`src/scc_pkg.sv`:
```
// Notes on behaviour
// - receive enable raises interrupt on full/fault
// - disable aborts, empties buffers, keeps fault flag
// - transmit enable raises interrupt while empty
// - control one bit four picks role
// - bit three sets clock idle level
// - bit two sets first edge position
// - select pin function follows role, fault, output
// - bit zero sets first shifted bit
// - control two bits 7,6,5,2 read zero
// - fault enable ignored while slave
// - bidir output enable drives shared pin
// - bidir enable ignored with separate pins
// - stop in wait freezes engine
// - pin control selects single shared wire
// - control one readable and writable
// - master drives clock, roles swap data pins
// - disabled port releases all four pins
package scc_pkg;
	// ==========================================
	// register map
	localparam logic [2:0] ADDR_CTRL_ONE = 3'h0;
	localparam logic [2:0] ADDR_CTRL_TWO = 3'h1;
	localparam logic [2:0] ADDR_STATUS   = 3'h2;
	localparam logic [2:0] ADDR_DATA     = 3'h3;
	localparam logic [2:0] ADDR_IRQ_STAT = 3'h4;
	localparam logic [2:0] ADDR_IRQ_MASK = 3'h5;
	// ==========================================
	// fields and reset values
	localparam logic [7:0] CTRL_ONE_RST  = 8'h00;
	localparam logic [7:0] CTRL_TWO_RST  = 8'h00;
	localparam logic [7:0] CTRL_TWO_MASK = 8'h1B;
	localparam int         ST_RX_FULL    = 7;
	localparam int         ST_TX_EMPTY   = 5;
	localparam int         ST_MODE_FAULT = 4;
	localparam int         EV_BYTE_DONE  = 0;
	localparam int         EV_TX_TAKEN   = 1;
	localparam int         EV_MODE_FAULT = 2;
	localparam logic [2:0] IRQ_RST       = 3'h0;
	localparam logic [7:0] FILL_BYTE     = 8'h00;
	localparam logic [3:0] SYNC_RST      = 4'h1;
	localparam logic [2:0] LAST_BIT      = 3'h7;
	localparam logic [3:0] LAST_HALF     = 4'hF;
	// ==========================================
	// timing
	localparam int         CLOCK_NS       = 8;
	localparam int         MASTER_HALF_NS = 80;
	localparam logic [3:0] HALF_CYC       =
		4'((MASTER_HALF_NS + CLOCK_NS - 1) / CLOCK_NS);
	// ==========================================
	// types
	typedef struct packed {
		logic receiveInterruptEnable;
		logic systemEnable;
		logic transmitInterruptEnable;
		logic masterSelect;
		logic clockPolarity;
		logic clockPhase;
		logic selectOutputEnable;
		logic lsbFirstEnable;
	} scc_ctrl_one_t;
	typedef struct packed {
		logic [2:0] spareHigh;
		logic       modeFaultEnable;
		logic       bidirOutputEnable;
		logic       spareLow;
		logic       stopInWait;
		logic       pinControlZero;
	} scc_ctrl_two_t;
	typedef struct packed {
		logic sckDrive;
		logic sckDriveEn;
		logic mosiDrive;
		logic mosiDriveEn;
		logic misoDrive;
		logic misoDriveEn;
		logic selectDriveN;
		logic selectDriveEn;
	} scc_pins_t;
	typedef enum logic {SCC_IDLE, SCC_RUN} scc_state_t;
endpackage

```
`src/scc_top.sv`:
```
// The register offsets and strobed register access are this design's own decisions.
`timescale 1ns/1ns
module scc_top (
	input  wire logic       clock,
	input  wire logic       rst_n,
	input  wire logic       clkEn,
	input  wire logic       waitMode,
	input  wire logic [2:0] regAddr,
	input  wire logic [7:0] regWrData,
	input  wire logic       regWr,
	input  wire logic       regRd,
	output logic      [7:0] regRdData,
	output logic            irq,
	input  wire logic       sckSense,
	output logic            sckDrive,
	output logic            sckDriveEn,
	input  wire logic       mosiSense,
	output logic            mosiDrive,
	output logic            mosiDriveEn,
	input  wire logic       misoSense,
	output logic            misoDrive,
	output logic            misoDriveEn,
	input  wire logic       selectSenseN,
	output logic            selectDriveN,
	output logic            selectDriveEn
);
	// ==========================================
	// state
	scc_pkg::scc_ctrl_one_t c1Q;
	scc_pkg::scc_ctrl_two_t c2Q;
	scc_pkg::scc_pins_t     pinQ;
	scc_pkg::scc_pins_t     pin_d;
	scc_pkg::scc_state_t    stateQ;
	logic [3:0] sync1Q;
	logic [3:0] sync2Q;
	logic [3:0] sync3Q;
	logic [3:0] filtQ;
	logic [7:0] rxBufQ;
	logic [7:0] txBufQ;
	logic       rxFullQ;
	logic       txFullQ;
	logic       modfQ;
	logic       rxArmQ;
	logic       txArmQ;
	logic       modfArmQ;
	logic [2:0] irqStatQ;
	logic [2:0] irqMaskQ;
	logic [7:0] rdDataQ;
	logic [7:0] rd_d;
	logic       irqQ;
	logic [7:0] shiftQ;
	logic [2:0] bitCntQ;
	logic [3:0] halfQ;
	logic [3:0] timerQ;
	logic       sckQ;
	logic       outBitQ;
	logic       inBitQ;
	logic       sckPrevQ;

	// ==========================================
	// bus decode
	wire wrC1   = regWr && (regAddr == scc_pkg::ADDR_CTRL_ONE);
	wire wrC2   = regWr && (regAddr == scc_pkg::ADDR_CTRL_TWO);
	wire wrData = regWr && (regAddr == scc_pkg::ADDR_DATA);
	wire wrStat = regWr && (regAddr == scc_pkg::ADDR_IRQ_STAT);
	wire wrMask = regWr && (regAddr == scc_pkg::ADDR_IRQ_MASK);
	wire rdStat = regRd && (regAddr == scc_pkg::ADDR_STATUS);
	wire rdData = regRd && (regAddr == scc_pkg::ADDR_DATA);

	// ==========================================
	// role and pin selection
	wire en      = c1Q.systemEnable;
	wire mst     = en && c1Q.masterSelect;
	wire slv     = en && !c1Q.masterSelect;
	wire clock_polarity    = c1Q.clockPolarity;
	wire clock_phase    = c1Q.clockPhase;
	wire lsbf    = c1Q.lsbFirstEnable;
	wire pc0     = c2Q.pinControlZero;
	wire ssLow   = !filtQ[0];
	wire slvSel  = slv && ssLow;
	// fault input only as master with fault enabled and no select output
	wire modfHit = mst && c2Q.modeFaultEnable && !c1Q.selectOutputEnable && ssLow;
	wire ssAuto  = mst && c2Q.modeFaultEnable && c1Q.selectOutputEnable;
	// data input pin follows role and single-wire choice
	wire dataIn  = (mst == pc0) ? filtQ[2] : filtQ[1];
	// stop in wait freezes the shifter and its flags as well
	wire engRun  = clkEn && !(waitMode && c2Q.stopInWait);
	wire running = (stateQ == scc_pkg::SCC_RUN);

	// ==========================================
	// master edge timing
	wire timerHit = running && (timerQ == scc_pkg::HALF_CYC - 4'h1);
	wire lastHalf = (halfQ == scc_pkg::LAST_HALF);
	wire mStart   = mst && !running && txFullQ && !modfHit;
	wire mEnd     = mst && timerHit && lastHalf;
	// phase 0: first edge mid cycle; phase 1: first edge at start
	wire mLead    = mst && (clock_phase ? (mStart || (timerHit && halfQ[0] && !lastHalf))
		: (timerHit && !halfQ[0]));
	wire mTrail   = mst && timerHit && (clock_phase ? !halfQ[0] : halfQ[0]);

	// ==========================================
	// slave edge detection on the filtered clock
	wire sckF    = filtQ[3];
	wire sEdge   = slvSel && running && (sckF != sckPrevQ);
	wire sLead   = sEdge && (sckF != clock_polarity);
	wire sTrail  = sEdge && (sckF == clock_polarity);
	wire sStart  = slvSel && !running;

	// ==========================================
	// shifter datapath
	wire start     = mStart || sStart;
	wire lead      = mLead || sLead;
	wire trail     = mTrail || sTrail;
	wire byteDone  = trail && (bitCntQ == scc_pkg::LAST_BIT);
	wire sReload   = slv && byteDone;
	wire txTake    = txFullQ && (start || sReload);
	wire abort     = !en || modfHit || (running && !mst && !slvSel);
	wire sampleBit = clock_phase ? dataIn : inBitQ;
	wire [7:0] loadVal   = txFullQ ? txBufQ : scc_pkg::FILL_BYTE;
	wire [7:0] curShift  = start ? loadVal : shiftQ;
	// shift direction picks which end leaves first
	wire [7:0] shiftNext = lsbf ? {sampleBit, shiftQ[7:1]}
		: {shiftQ[6:0], sampleBit};
	wire [7:0] afterTrail = sReload ? loadVal : shiftNext;
	wire leadOut   = lsbf ? curShift[0] : curShift[7];
	wire trailOut  = lsbf ? afterTrail[0] : afterTrail[7];
	wire startOut  = lsbf ? loadVal[0] : loadVal[7];

	// ==========================================
	// pin synchroniser, three stages, change taken when 2 and 3 agree
	always_ff @(posedge clock or negedge rst_n) begin
		if (!rst_n) begin
			sync1Q <= scc_pkg::SYNC_RST;
			sync2Q <= scc_pkg::SYNC_RST;
			sync3Q <= scc_pkg::SYNC_RST;
		end else if (clkEn) begin
			sync1Q <= {sckSense, mosiSense, misoSense, selectSenseN};
			sync2Q <= sync1Q;
			sync3Q <= sync2Q;
		end
	end

	// per-bit agreement filter rejects single-sample glitches
	always_ff @(posedge clock or negedge rst_n) begin
		if (!rst_n) begin
			filtQ <= scc_pkg::SYNC_RST;
		end else if (clkEn) begin
			for (int i = 0; i < 4; i++) begin
				if (sync2Q[i] == sync3Q[i]) begin
					filtQ[i] <= sync3Q[i];
				end
			end
		end
	end

	// ==========================================
	// control registers
	always_ff @(posedge clock or negedge rst_n) begin
		if (!rst_n) begin
			c1Q <= scc_pkg::CTRL_ONE_RST;
			c2Q <= scc_pkg::CTRL_TWO_RST;
		end else if (clkEn) begin
			if (wrC1) begin
				c1Q <= regWrData;
			end
			if (wrC2) begin
				c2Q <= regWrData & scc_pkg::CTRL_TWO_MASK;
			end
		end
	end

	// interrupt mask, and sticky events where a new event beats the clear
	always_ff @(posedge clock or negedge rst_n) begin
		if (!rst_n) begin
			irqMaskQ <= scc_pkg::IRQ_RST;
			irqStatQ <= scc_pkg::IRQ_RST;
		end else if (clkEn) begin
			if (wrMask) begin
				irqMaskQ <= regWrData[2:0];
			end
			irqStatQ <= (irqStatQ & ~(wrStat ? regWrData[2:0] : 3'h0))
				| ({modfHit && !modfQ, txTake, byteDone} & {3{engRun}});
		end
	end

	// ==========================================
	// status read arms the clearing access that follows
	always_ff @(posedge clock or negedge rst_n) begin
		if (!rst_n) begin
			rxArmQ   <= 1'b0;
			txArmQ   <= 1'b0;
			modfArmQ <= 1'b0;
		end else if (clkEn) begin
			if (rdStat) begin
				rxArmQ   <= rxFullQ;
				txArmQ   <= !txFullQ;
				modfArmQ <= modfQ;
			end
		end
	end

	// buffers and flags; disabling empties both buffers
	always_ff @(posedge clock or negedge rst_n) begin
		if (!rst_n) begin
			rxFullQ <= 1'b0;
			txFullQ <= 1'b0;
			modfQ   <= 1'b0;
			rxBufQ  <= 8'h00;
			txBufQ  <= 8'h00;
		end else if (clkEn) begin
			if (!en) begin
				rxFullQ <= 1'b0;
				txFullQ <= 1'b0;
			end else begin
				if (engRun && byteDone) begin
					rxFullQ <= 1'b1;
					rxBufQ  <= shiftNext;
				end else if (rdData && rxArmQ) begin
					rxFullQ <= 1'b0;
				end
				// unarmed data writes are dropped
				if (wrData && txArmQ) begin
					txFullQ <= 1'b1;
					txBufQ  <= regWrData;
				end else if (engRun && txTake) begin
					txFullQ <= 1'b0;
				end
			end
			if (engRun && modfHit) begin
				modfQ <= 1'b1;
			end else if (wrC1 && modfArmQ) begin
				modfQ <= 1'b0;
			end
		end
	end

	// ==========================================
	// transfer state and half-period timing
	always_ff @(posedge clock or negedge rst_n) begin
		if (!rst_n) begin
			stateQ <= scc_pkg::SCC_IDLE;
			timerQ <= 4'h0;
			halfQ  <= 4'h0;
		end else if (engRun) begin
			if (abort || mEnd) begin
				stateQ <= scc_pkg::SCC_IDLE;
			end else if (start) begin
				stateQ <= scc_pkg::SCC_RUN;
			end
			timerQ <= (start || timerHit) ? 4'h0 : timerQ + 4'h1;
			if (start) begin
				halfQ <= 4'h0;
			end else if (timerHit) begin
				halfQ <= halfQ + 4'h1;
			end
		end
	end

	// shifter, bit count and sampled bit
	always_ff @(posedge clock or negedge rst_n) begin
		if (!rst_n) begin
			shiftQ  <= 8'h00;
			bitCntQ <= 3'h0;
			inBitQ  <= 1'b0;
		end else if (engRun) begin
			if (start) begin
				shiftQ  <= loadVal;
				bitCntQ <= 3'h0;
			end else if (trail) begin
				shiftQ  <= afterTrail;
				bitCntQ <= bitCntQ + 3'h1;
			end
			if (lead && !clock_phase) begin
				inBitQ <= dataIn;
			end
		end
	end

	// output bit: phase 0 moves on trailing edges, phase 1 on leading
	always_ff @(posedge clock or negedge rst_n) begin
		if (!rst_n) begin
			outBitQ <= 1'b0;
		end else if (engRun) begin
			if (clock_phase && lead) begin
				outBitQ <= leadOut;
			end else if (!clock_phase && start) begin
				outBitQ <= startOut;
			end else if (!clock_phase && trail) begin
				outBitQ <= trailOut;
			end
		end
	end

	// master clock idles at polarity level between bytes
	always_ff @(posedge clock or negedge rst_n) begin
		if (!rst_n) begin
			sckQ     <= 1'b0;
			sckPrevQ <= 1'b0;
		end else if (engRun) begin
			sckPrevQ <= sckF;
			if (!running && !mStart) begin
				sckQ <= clock_polarity;
			end else if (mLead || mTrail) begin
				sckQ <= !sckQ;
			end
		end
	end

	// ==========================================
	// pin drive: all released while disabled
	always_comb begin
		pin_d = '0;
		pin_d.selectDriveN = 1'b1;
		if (mst) begin
			pin_d.sckDrive    = sckQ;
			pin_d.sckDriveEn  = 1'b1;
			pin_d.mosiDrive   = outBitQ;
			// single wire: bidir enable decides; otherwise always driving
			pin_d.mosiDriveEn = !pc0 || c2Q.bidirOutputEnable;
			// select falls with the start strobe, at least a cycle ahead of the first clock edge at the pin
			pin_d.selectDriveN  = !(running || mStart);
			pin_d.selectDriveEn = ssAuto;
		end else if (slvSel) begin
			pin_d.misoDrive   = outBitQ;
			pin_d.misoDriveEn = !pc0 || c2Q.bidirOutputEnable;
		end
	end

	always_ff @(posedge clock or negedge rst_n) begin
		if (!rst_n) begin
			pinQ <= '0;
		end else if (clkEn) begin
			pinQ <= pin_d;
		end
	end

	// ==========================================
	// read mux, answered one cycle after the strobe
	always_comb begin
		rd_d = 8'h00;
		if (regAddr == scc_pkg::ADDR_CTRL_ONE) begin
			rd_d = c1Q;
		end else if (regAddr == scc_pkg::ADDR_CTRL_TWO) begin
			rd_d = c2Q & scc_pkg::CTRL_TWO_MASK;
		end else if (regAddr == scc_pkg::ADDR_STATUS) begin
			rd_d[scc_pkg::ST_RX_FULL]    = rxFullQ;
			rd_d[scc_pkg::ST_TX_EMPTY]   = !txFullQ;
			rd_d[scc_pkg::ST_MODE_FAULT] = modfQ;
		end else if (regAddr == scc_pkg::ADDR_DATA) begin
			rd_d = rxBufQ;
		end else if (regAddr == scc_pkg::ADDR_IRQ_STAT) begin
			rd_d[2:0] = irqStatQ;
		end else if (regAddr == scc_pkg::ADDR_IRQ_MASK) begin
			rd_d[2:0] = irqMaskQ;
		end
	end

	// read data valid only in the cycle after the strobe
	always_ff @(posedge clock or negedge rst_n) begin
		if (!rst_n) begin
			rdDataQ <= 8'h00;
		end else if (clkEn) begin
			rdDataQ <= regRd ? rd_d : 8'h00;
		end
	end

	// level interrupt from enabled flags and unmasked sticky events
	always_ff @(posedge clock or negedge rst_n) begin
		if (!rst_n) begin
			irqQ <= 1'b0;
		end else if (clkEn) begin
			irqQ <= (c1Q.receiveInterruptEnable && (rxFullQ || modfQ))
				|| (c1Q.transmitInterruptEnable && !txFullQ)
				|| (|(irqStatQ & irqMaskQ));
		end
	end

	// ==========================================
	// outputs
	assign regRdData     = rdDataQ;
	assign irq           = irqQ;
	assign sckDrive      = pinQ.sckDrive;
	assign sckDriveEn    = pinQ.sckDriveEn;
	assign mosiDrive     = pinQ.mosiDrive;
	assign mosiDriveEn   = pinQ.mosiDriveEn;
	assign misoDrive     = pinQ.misoDrive;
	assign misoDriveEn   = pinQ.misoDriveEn;
	assign selectDriveN  = pinQ.selectDriveN;
	assign selectDriveEn = pinQ.selectDriveEn;
endmodule

```
`config.mk`:
```
export PLATFORM = sky130hd
export DESIGN_NAME = scc_top
export DESIGN_NICKNAME = d
export VERILOG_FILES = /design/src/scc_pkg.sv /design/src/scc_top.sv
export SDC_FILE = /design/constraint.sdc
export NUM_CORES = 1
export LEC_CHECK = 0
export BUFFER_PORTS_ARGS = -buffer_cell sky130_fd_sc_hd__buf_2
export CAP_MARGIN = 10
export CORE_UTILIZATION = 54
export DETAILED_ROUTE_END_ITERATION = 8
export PLACE_DENSITY = 0.85
export SYNTH_ARGS = -nofsm -noshare
export SYNTH_HDL_FRONTEND = slang
export SYNTH_SLANG_ARGS = --single-unit
```
`constraint.sdc`:
```
create_clock -name clock -period 1.95 [get_ports clock]
set_input_delay 0.39 -clock clock [delete_from_list [all_inputs] [get_ports clock]]
set_output_delay 0.39 -clock clock [all_outputs]
set_load 0.03 [all_outputs]
```
After elaboration in Yosys (flattened, before gate mapping)
Index checks and enable logic that the tools add are counted.
Widths: inputs -> output; s select.
- bits in registers: 97
- latch bits: 0
- RAM bits: 0
- bits in read-only memories: 0
- output and inout port bits: 17
- word-level logic and storage cells: 234
- memories kept: 0
- add/subtract/negate cells: 3
- $mul: 0
- divide/modulo/power cells: 0
- magnitude comparators: 0
- equal/unequal tests: 18
- shift-type cells: 0
- muxes and demuxes: 49
- bitwise operators: 5
- reduce and logical (&&, ||, !) cells: 111
- operator list (operator ; number):
    $mux 8 ; 9
    $logic_and 1x1->1 ; 51
    $reduce_and 2->1 ; 17
    $mux 1 ; 24
    $mux 4 ; 5
    $logic_not 1->1 ; 18
    $mux 3 ; 6
    $logic_or 1x1->1 ; 15
    $reduce_bool 2->1 ; 5
    $and 3x3->3 ; 3
    $eq 3x3->1 const B ; 3
    $add 4x1->4 const B ; 2
    $eq 4x4->1 const B ; 2
    $mux 2 ; 4
    $eq 1x1->1 ; 6
    $eq 3x2->1 const B ; 2
    $ne 3x1->1 const B ; 2
    $reduce_and 3->1 ; 2
    $mux 5 ; 1
    $add 3x1->3 const B ; 1
    $eq 3x1->1 const B ; 1
    $logic_not 3->1 ; 1
    $not 3->3 ; 1
    $or 3x3->3 ; 1
    other kinds (3) ; 4

Logic depth before layout (Yosys ltp)
- depth in word-level cells: 15
- gate-level depth with buffers: 9

Least setup slack after synthesis
Ideal clock, no wire load.
- path kind: reg2reg
- start point: register c1Q[1] in the netlist's numbering
- end point: register shiftQ[6]
- arrival: 1.744 ns
- required time: 1.869 ns
- slack: 0.125 ns
- stages on the path, launching flop included: 7
- buffers on the path: 2
- clock period less this slack: 1.825 ns
- path through: dfrtp_1 > or3b_1 > buf_6 > a21o_4 > buf_6 > or3_4 > a31oi_2
- word-level cells in the longest chain between the ends: 8
- RTL lines (item ; RTL line ; text):
    start: declaration ; scc_top.sv:29 ; scc_pkg::scc_ctrl_one_t c1Q;
    start signal: assignment ; scc_top.sv:160 ; c1Q <= scc_pkg::CTRL_ONE_RST;
    start signal: assignment ; scc_top.sv:164 ; c1Q <= regWrData;
    $logic_not 1->1 * ; scc_top.sv:82 ; wire modfHit = mst && c2Q.modeFaultEnable && !c1Q.selectOutputEnable && ssLow;
    $logic_and 1x1->1 * (2 in a row) ; scc_top.sv:82 ;
    $logic_not 1->1 * ; scc_top.sv:94 ; wire mStart = mst && !running && txFullQ && !modfHit;
    $logic_and 1x1->1 * ; scc_top.sv:94 ;
    $logic_or 1x1->1 * ; scc_top.sv:111 ; wire start = mStart || sStart;
    $reduce_bool 2->1 (no source line) ; - ;
    $reduce_and 2->1 (no source line) ; - ;
    end signal: assignment ; scc_top.sv:267 ; shiftQ <= loadVal;
    end signal: assignment ; scc_top.sv:270 ; shiftQ <= afterTrail;
    end: declaration ; scc_top.sv:51 ; logic [7:0] shiftQ;
Every way passes the cells marked *; elsewhere a longest branch is shown, timed or not.
A chain may end at the register's enable or synchronous reset.

Final worst setup path
- start point: register c1Q[4] in the netlist's numbering
- end point: register outBitQ
- word-level cells in the longest chain between the ends: 14
- RTL lines (item ; RTL line ; text):
    $logic_not 1->1 ; scc_top.sv:74 ; wire slv = en && !c1Q.masterSelect;
    $logic_and 1x1->1 ; scc_top.sv:74 ;
    $logic_and 1x1->1 ; scc_top.sv:80 ; wire slvSel = slv && ssLow;
    $logic_and 1x1->1 (2 in a row) ; scc_top.sv:104 ; wire sEdge = slvSel && running && (sckF != sckPrevQ);
    $logic_and 1x1->1 ; scc_top.sv:106 ; wire sTrail = sEdge && (sckF == clock_polarity);
    $logic_or 1x1->1 ; scc_top.sv:113 ; wire trail = mTrail || sTrail;
    $logic_and 1x1->1 ; scc_top.sv:114 ; wire byteDone = trail && (bitCntQ == scc_pkg::LAST_BIT);
    $logic_and 1x1->1 ; scc_top.sv:115 ; wire sReload = slv && byteDone;
    $mux 8 ; scc_top.sv:124 ; wire [7:0] afterTrail = sReload ? loadVal : shiftNext;
    $mux 1 ; scc_top.sv:126 ; wire trailOut = lsbf ? afterTrail[0] : afterTrail[7];
    $mux 1 ; scc_top.sv:288 ; end else if (!clock_phase && trail) begin
    $mux 1 ; scc_top.sv:286 ; end else if (!clock_phase && start) begin
    $mux 1 ; scc_top.sv:284 ; if (clock_phase && lead) begin
    end signal: assignment ; scc_top.sv:285 ; outBitQ <= leadOut;
    end signal: assignment ; scc_top.sv:287 ; outBitQ <= startOut;
    end signal: assignment ; scc_top.sv:289 ; outBitQ <= trailOut;
    end: declaration ; scc_top.sv:56 ; logic outBitQ;
Several ways; a longest one is shown, not always the timed one. The select of a mux whose other input is x is not followed.

==> results.md <==
- The maximum number of pins on one net before global-route repair is 37.
- In the final layout, the share of cells above drive strength 1 is 31.8%.
- The floorplan step set the die width to 96.1 um.
- At the worst endpoint, the required time is about 2.2 ns.
- The share of the core filled with cells is about 67%.
- The number of cells on the critical path is 5.
- During placement, the flow inserted port buffers numbering 37.
- The initial antenna violation count came to 0.
- The part of the Yosys area used for sequential elements is between 50% and 60%.
- The detail route stage leaves a number of antenna-violating nets equal to 0.
- After filler insertion, the fill cell instance count of the layout stands at just over 600.
- The largest single stage delay on the critical path is 0.46 ns.
- The launching point of the worst reg2reg path is c1Q[4].
- IR analysis of the VDD net gives a maximum drop of 0.000558 V.
- The power per standard cell area is 1130 mW/mm^2.
- Static timing analysis puts the maximum clock frequency at roughly 0.52 GHz.
- Internal power comes to about 4.1 mW.
- The synthesized area per cell is between 10 and 15 sq um.
- The first global-routing pass estimated ~19000 um of wire.
- In this run switching power makes up 35.9% of total power.
- The via count of the first global-routing pass is 3888.
- CTS saw 97 sinks.
- The worst slew margin relative to its limit is between 60% and 70%.
- Dividing the detail-routed via count by the number of cells gives 6.19.
- The flow ran to the end, and the final reports show no timing, DRC or antenna violations.
- The final period demand of the worst path is 1.91 ns.
- The number of violations of the max-capacitance limit is 0.
- The final count of hold timing violations is 0.
- The cell row count is 33.
- No sink is reached through more buffers than the 2 on the longest clock path.
- The routability congestion estimate from global placement is 0.958.
- In the global route stage, overall resource usage came out at 27.4%.
- The setup path with the least slack is of type reg -> reg.
- The repair_antennas step left the layout with diodes totalling 0.
- The final-report max-slew violation count is 0.
- For the worst flop-to-flop path, the logic depth is 5.
- The number of flip-flops and latches in the synthesized netlist is 97.
- For the pin with the worst max-slew slack, the measured transition is 0.495 ns.
- The master of the slowest instance on the critical path is sky130_fd_sc_hd__dfrtp_2.
- The critical path endpoint is outBitQ.
- The synthesized netlist occupies a cell area of 0.00478 sq mm.
- The origin of the worst setup path is c1Q[4].
- The ratio of final minimum period to clock period is 97.8%.
- The data arrival time of the worst path is between 2 and 2.5 ns.
- Global routing finished with a remaining overflow of 0.
- Of all flip-flops after synthesis, the portion carrying an async set or reset was 100%.
- The internal reg-to-reg setup slack is 0.04 ns.
- The aggregate routed wire length is 12000 um.
- The maximum fanout encountered on the critical timing path is 8.
- The endpoint identified for the worst register-to-register timing path is outBitQ.
- The HPWL after detailed placement is approximately 8600 um.
- The area of the core is 0.00838 sq mm.
- Sequential cells account for a little under half of the total power.
- The H-tree generated during clock tree synthesis spans 3 levels.
- The worst min-delay path category is in -> reg.
- In this run the vertical extent of the chip is approximately 96 um.
- The routed layout has 3917 vias.
- Summed over all cells, the static leakage comes to 2.49 nW.
- Among cell families on the critical path, the largest total delay comes from simple AND/OR/NAND/NOR gates.
- The pre-CTS setup slack is -0.0623 ns.
- The flip-flop cell with the highest count after synthesis is sky130_fd_sc_hd__dfrtp_1.
- The clock tree from TritonCTS is done.
- The first detailed-routing pass ran for 5 iterations.
- The buffer and inverter count on the worst path is 0.
- The type of element capturing the critical path is a flop.
- For this run, the post-layout net count is between 500 and 600.
- Walking the worst path, the cells encountered are nand4bb_4 -> or3_4 -> o21ai_4 -> mux2_4 -> a211oi_2.
- Clock latency on the worst-skew pair, taken at its later pin, is around 0.36 ns.
- The library cell used as clock root buffer is sky130_fd_sc_hd__clkbuf_8.
- The gate count of the mapped netlist is 462.
- STA classifies the critical path startpoint as a flop.
- After clock tree synthesis, the clock-pin slew on the worst setup and hold paths is 0.09 ns.
- The floorplan step defined a die boundary enclosing 0.00924 sq mm.
- The count of endpoints failing setup in the final report is 0.
- The I/O pin total is 38.
- Counting every net in the synthesized netlist gives a little under 500.
- The share of total power dissipated in combinational logic is 33.4%.
- Yosys printed 0 warnings.
- The TritonCTS buffer count is 9.
- The DRC violation count after routing is 0.
- The starting DRC count in detailed routing is 315.
- In the final routed layout, each cell accounts on average for approximately 19 um.
- The initial core utilization is 57.1%.
- Between clock sinks in the finished design, the worst skew comes to 0.0146 ns.
- The area overhead of the layout relative to synthesis is 17.3%.
- The number of distinct library cells after synthesis is 61.
- The power spent charging and discharging nets is around 2.3 mW.
- The worst path setup slack after routing is ~0.042 ns.
- In this run, the clock network consumes between 20% and 30% of the power.
- Counting flops with a built-in enable in the synthesized netlist gives 0.
[sequential cells by signal (all words and copies together), names as in the netlist, 3 cells and up]
signal,count
regRdData,8
txBufQ,8
irqStatQ,3
shiftQ,8
irqMaskQ,3
sync2Q,4
halfQ,4
sync1Q,4
filtQ,4
c1Q,4
bitCntQ,3
sync3Q,4
timerQ,4
rxBufQ,8
c2Q,3
[routing by layer]
metal	track usage, %	routed length (um)	vias to the layer above
li1	-	-	1790
met1	35.6	4980	1958
met2	45.9	6050	144
met3	4.82	647	25
met4	10.4	293	0
met5	0	0	-
[through the flow]
| stage | cell area [sq um] | power (mW) | TNS [ns] | cells | hold slack, ns |
|---|---|---|---|---|---|
| after floorplan | 4780 | 4.19 | 0 | 462 | 0.0944 |
| after global placement | 5250 | 4.76 | 0 | 610 | 0.362 |
| after detailed placement | 5250 | 4.88 | -0.148 | 610 | 0.368 |
| after CTS | 5460 | 6.18 | 0 | 626 | 0.255 |
| after global routing | 5610 | 6.69 | -0.0565 | 633 | 0.258 |
| final | 5610 | 6.36 | 0 | 633 | 0.265 |
[cells in the mapped netlist (all sizes together) (2+ instances only)]
master / count / area, sq um
dfrtp: 93 / 2330
nand2: 50 / 188
mux2: 41 / 462
o21ai: 35 / 179
nor2: 30 / 113
a21oi: 25 / 136
inv: 18 / 67.6
nand3: 15 / 75.1
clkbuf: 14 / 52.6
mux2i: 13 / 130
buf: 12 / 75.1
a31oi: 11 / 81.3
o22ai: 11 / 68.8
or3: 9 / 71.3
nand2b: 7 / 43.8
a22oi: 6 / 45.0
ha: 5 / 62.6
nand4: 5 / 31.3
dfstp: 4 / 105
nor3: 4 / 20.0
nor4: 4 / 25.0
o31ai: 4 / 30.0
a21o: 3 / 30.0
and2: 3 / 18.8
and4b: 3 / 30.0
nor2b: 3 / 18.8
or3b: 3 / 26.3
a22o: 2 / 17.5
a311oi: 2 / 17.5
a41oi: 2 / 17.5
and3: 2 / 12.5
nand3b: 2 / 15.0
o211ai: 2 / 15.0
o2bb2ai: 2 / 17.5
xor2: 2 / 17.5
[final cells by class]
class / instances / area [sq um] / area share [%]
tap: 105 / 131 / 2.34
clock buffer: 10 / 138 / 2.45
clock inverter: 5 / 56.3 / 1.00
multi-input combinational: 321 / 2250 / 40.1
timing repair buffer: 77 / 532 / 9.48
sequential: 97 / 2440 / 43.4
inverter: 18 / 67.6 / 1.20
[power groups by stage]
stage / Sequential (mW) / Combinational [mW] / Clock, mW
after floorplan: 2.89 / 1.29 / 0
after global placement: 2.90 / 1.86 / 0
after detailed placement: 2.94 / 1.93 / 0
after CTS: 2.91 / 1.96 / 1.31
after global routing: 2.99 / 2.32 / 1.38
final: 2.94 / 2.13 / 1.29
[repair_timing]
action / in CTS / in global routing
gates resized for setup: 1 / 22
pin swaps: 0 / 2
hold buffers: 1 / 0
endpoints found under the setup margin: 4 / 22
setup buffers: 0 / 7
endpoints found under the hold margin: 31 / 0
[kinds of logic after synthesis]
group | synth area share (%)
AND/OR/NAND/NOR | 15.3
AO/OA/AOI/OAI | 15.5
flip-flops | 50.9
multiplexers | 12.4
buffers and inverters | 4.08
adder cells (fa/ha/maj) | 1.31
XOR/XNOR | 0.549
[worst min path at each step]
stage               startpoint  cells after the start  slack [ns]    endpoint
global placement         rst_n                      1        0.36   timerQ[2]
detailed placement       rst_n                      1        0.37   timerQ[1]
global route         misoSense                      2        0.26   sync1Q[1]
CTS                  misoSense                      2        0.26   sync1Q[1]
finish               misoSense                      2        0.27   sync1Q[1]
floorplan                rst_n                      0        0.09  bitCntQ[0]
[cell usage in the layout, fill, tap and decap left out, types with 3 or more instances in the layout]
cell type,instances
sky130_fd_sc_hd__dfrtp_1,89
sky130_fd_sc_hd__nand2_1,50
sky130_fd_sc_hd__mux2_2,40
sky130_fd_sc_hd__buf_2,36
sky130_fd_sc_hd__buf_4,36
sky130_fd_sc_hd__o21ai_0,34
sky130_fd_sc_hd__nor2_1,29
sky130_fd_sc_hd__a21oi_1,24
sky130_fd_sc_hd__inv_1,18
sky130_fd_sc_hd__nand3_1,14
sky130_fd_sc_hd__mux2i_1,13
sky130_fd_sc_hd__o22ai_1,11
sky130_fd_sc_hd__clkbuf_8,10
sky130_fd_sc_hd__a31oi_1,9
sky130_fd_sc_hd__nand2b_1,7
sky130_fd_sc_hd__a22oi_1,6
sky130_fd_sc_hd__nand4_1,5
sky130_fd_sc_hd__or3_2,4
sky130_fd_sc_hd__ha_1,4
sky130_fd_sc_hd__dfrtp_2,4
sky130_fd_sc_hd__dfstp_2,4
sky130_fd_sc_hd__nor2b_1,3
sky130_fd_sc_hd__nor3_1,3
sky130_fd_sc_hd__and2_1,3
sky130_fd_sc_hd__nor4_1,3
sky130_fd_sc_hd__or3_1,3
sky130_fd_sc_hd__o31ai_1,3
sky130_fd_sc_hd__buf_12,3
Power figures use the tool's default switching activity.
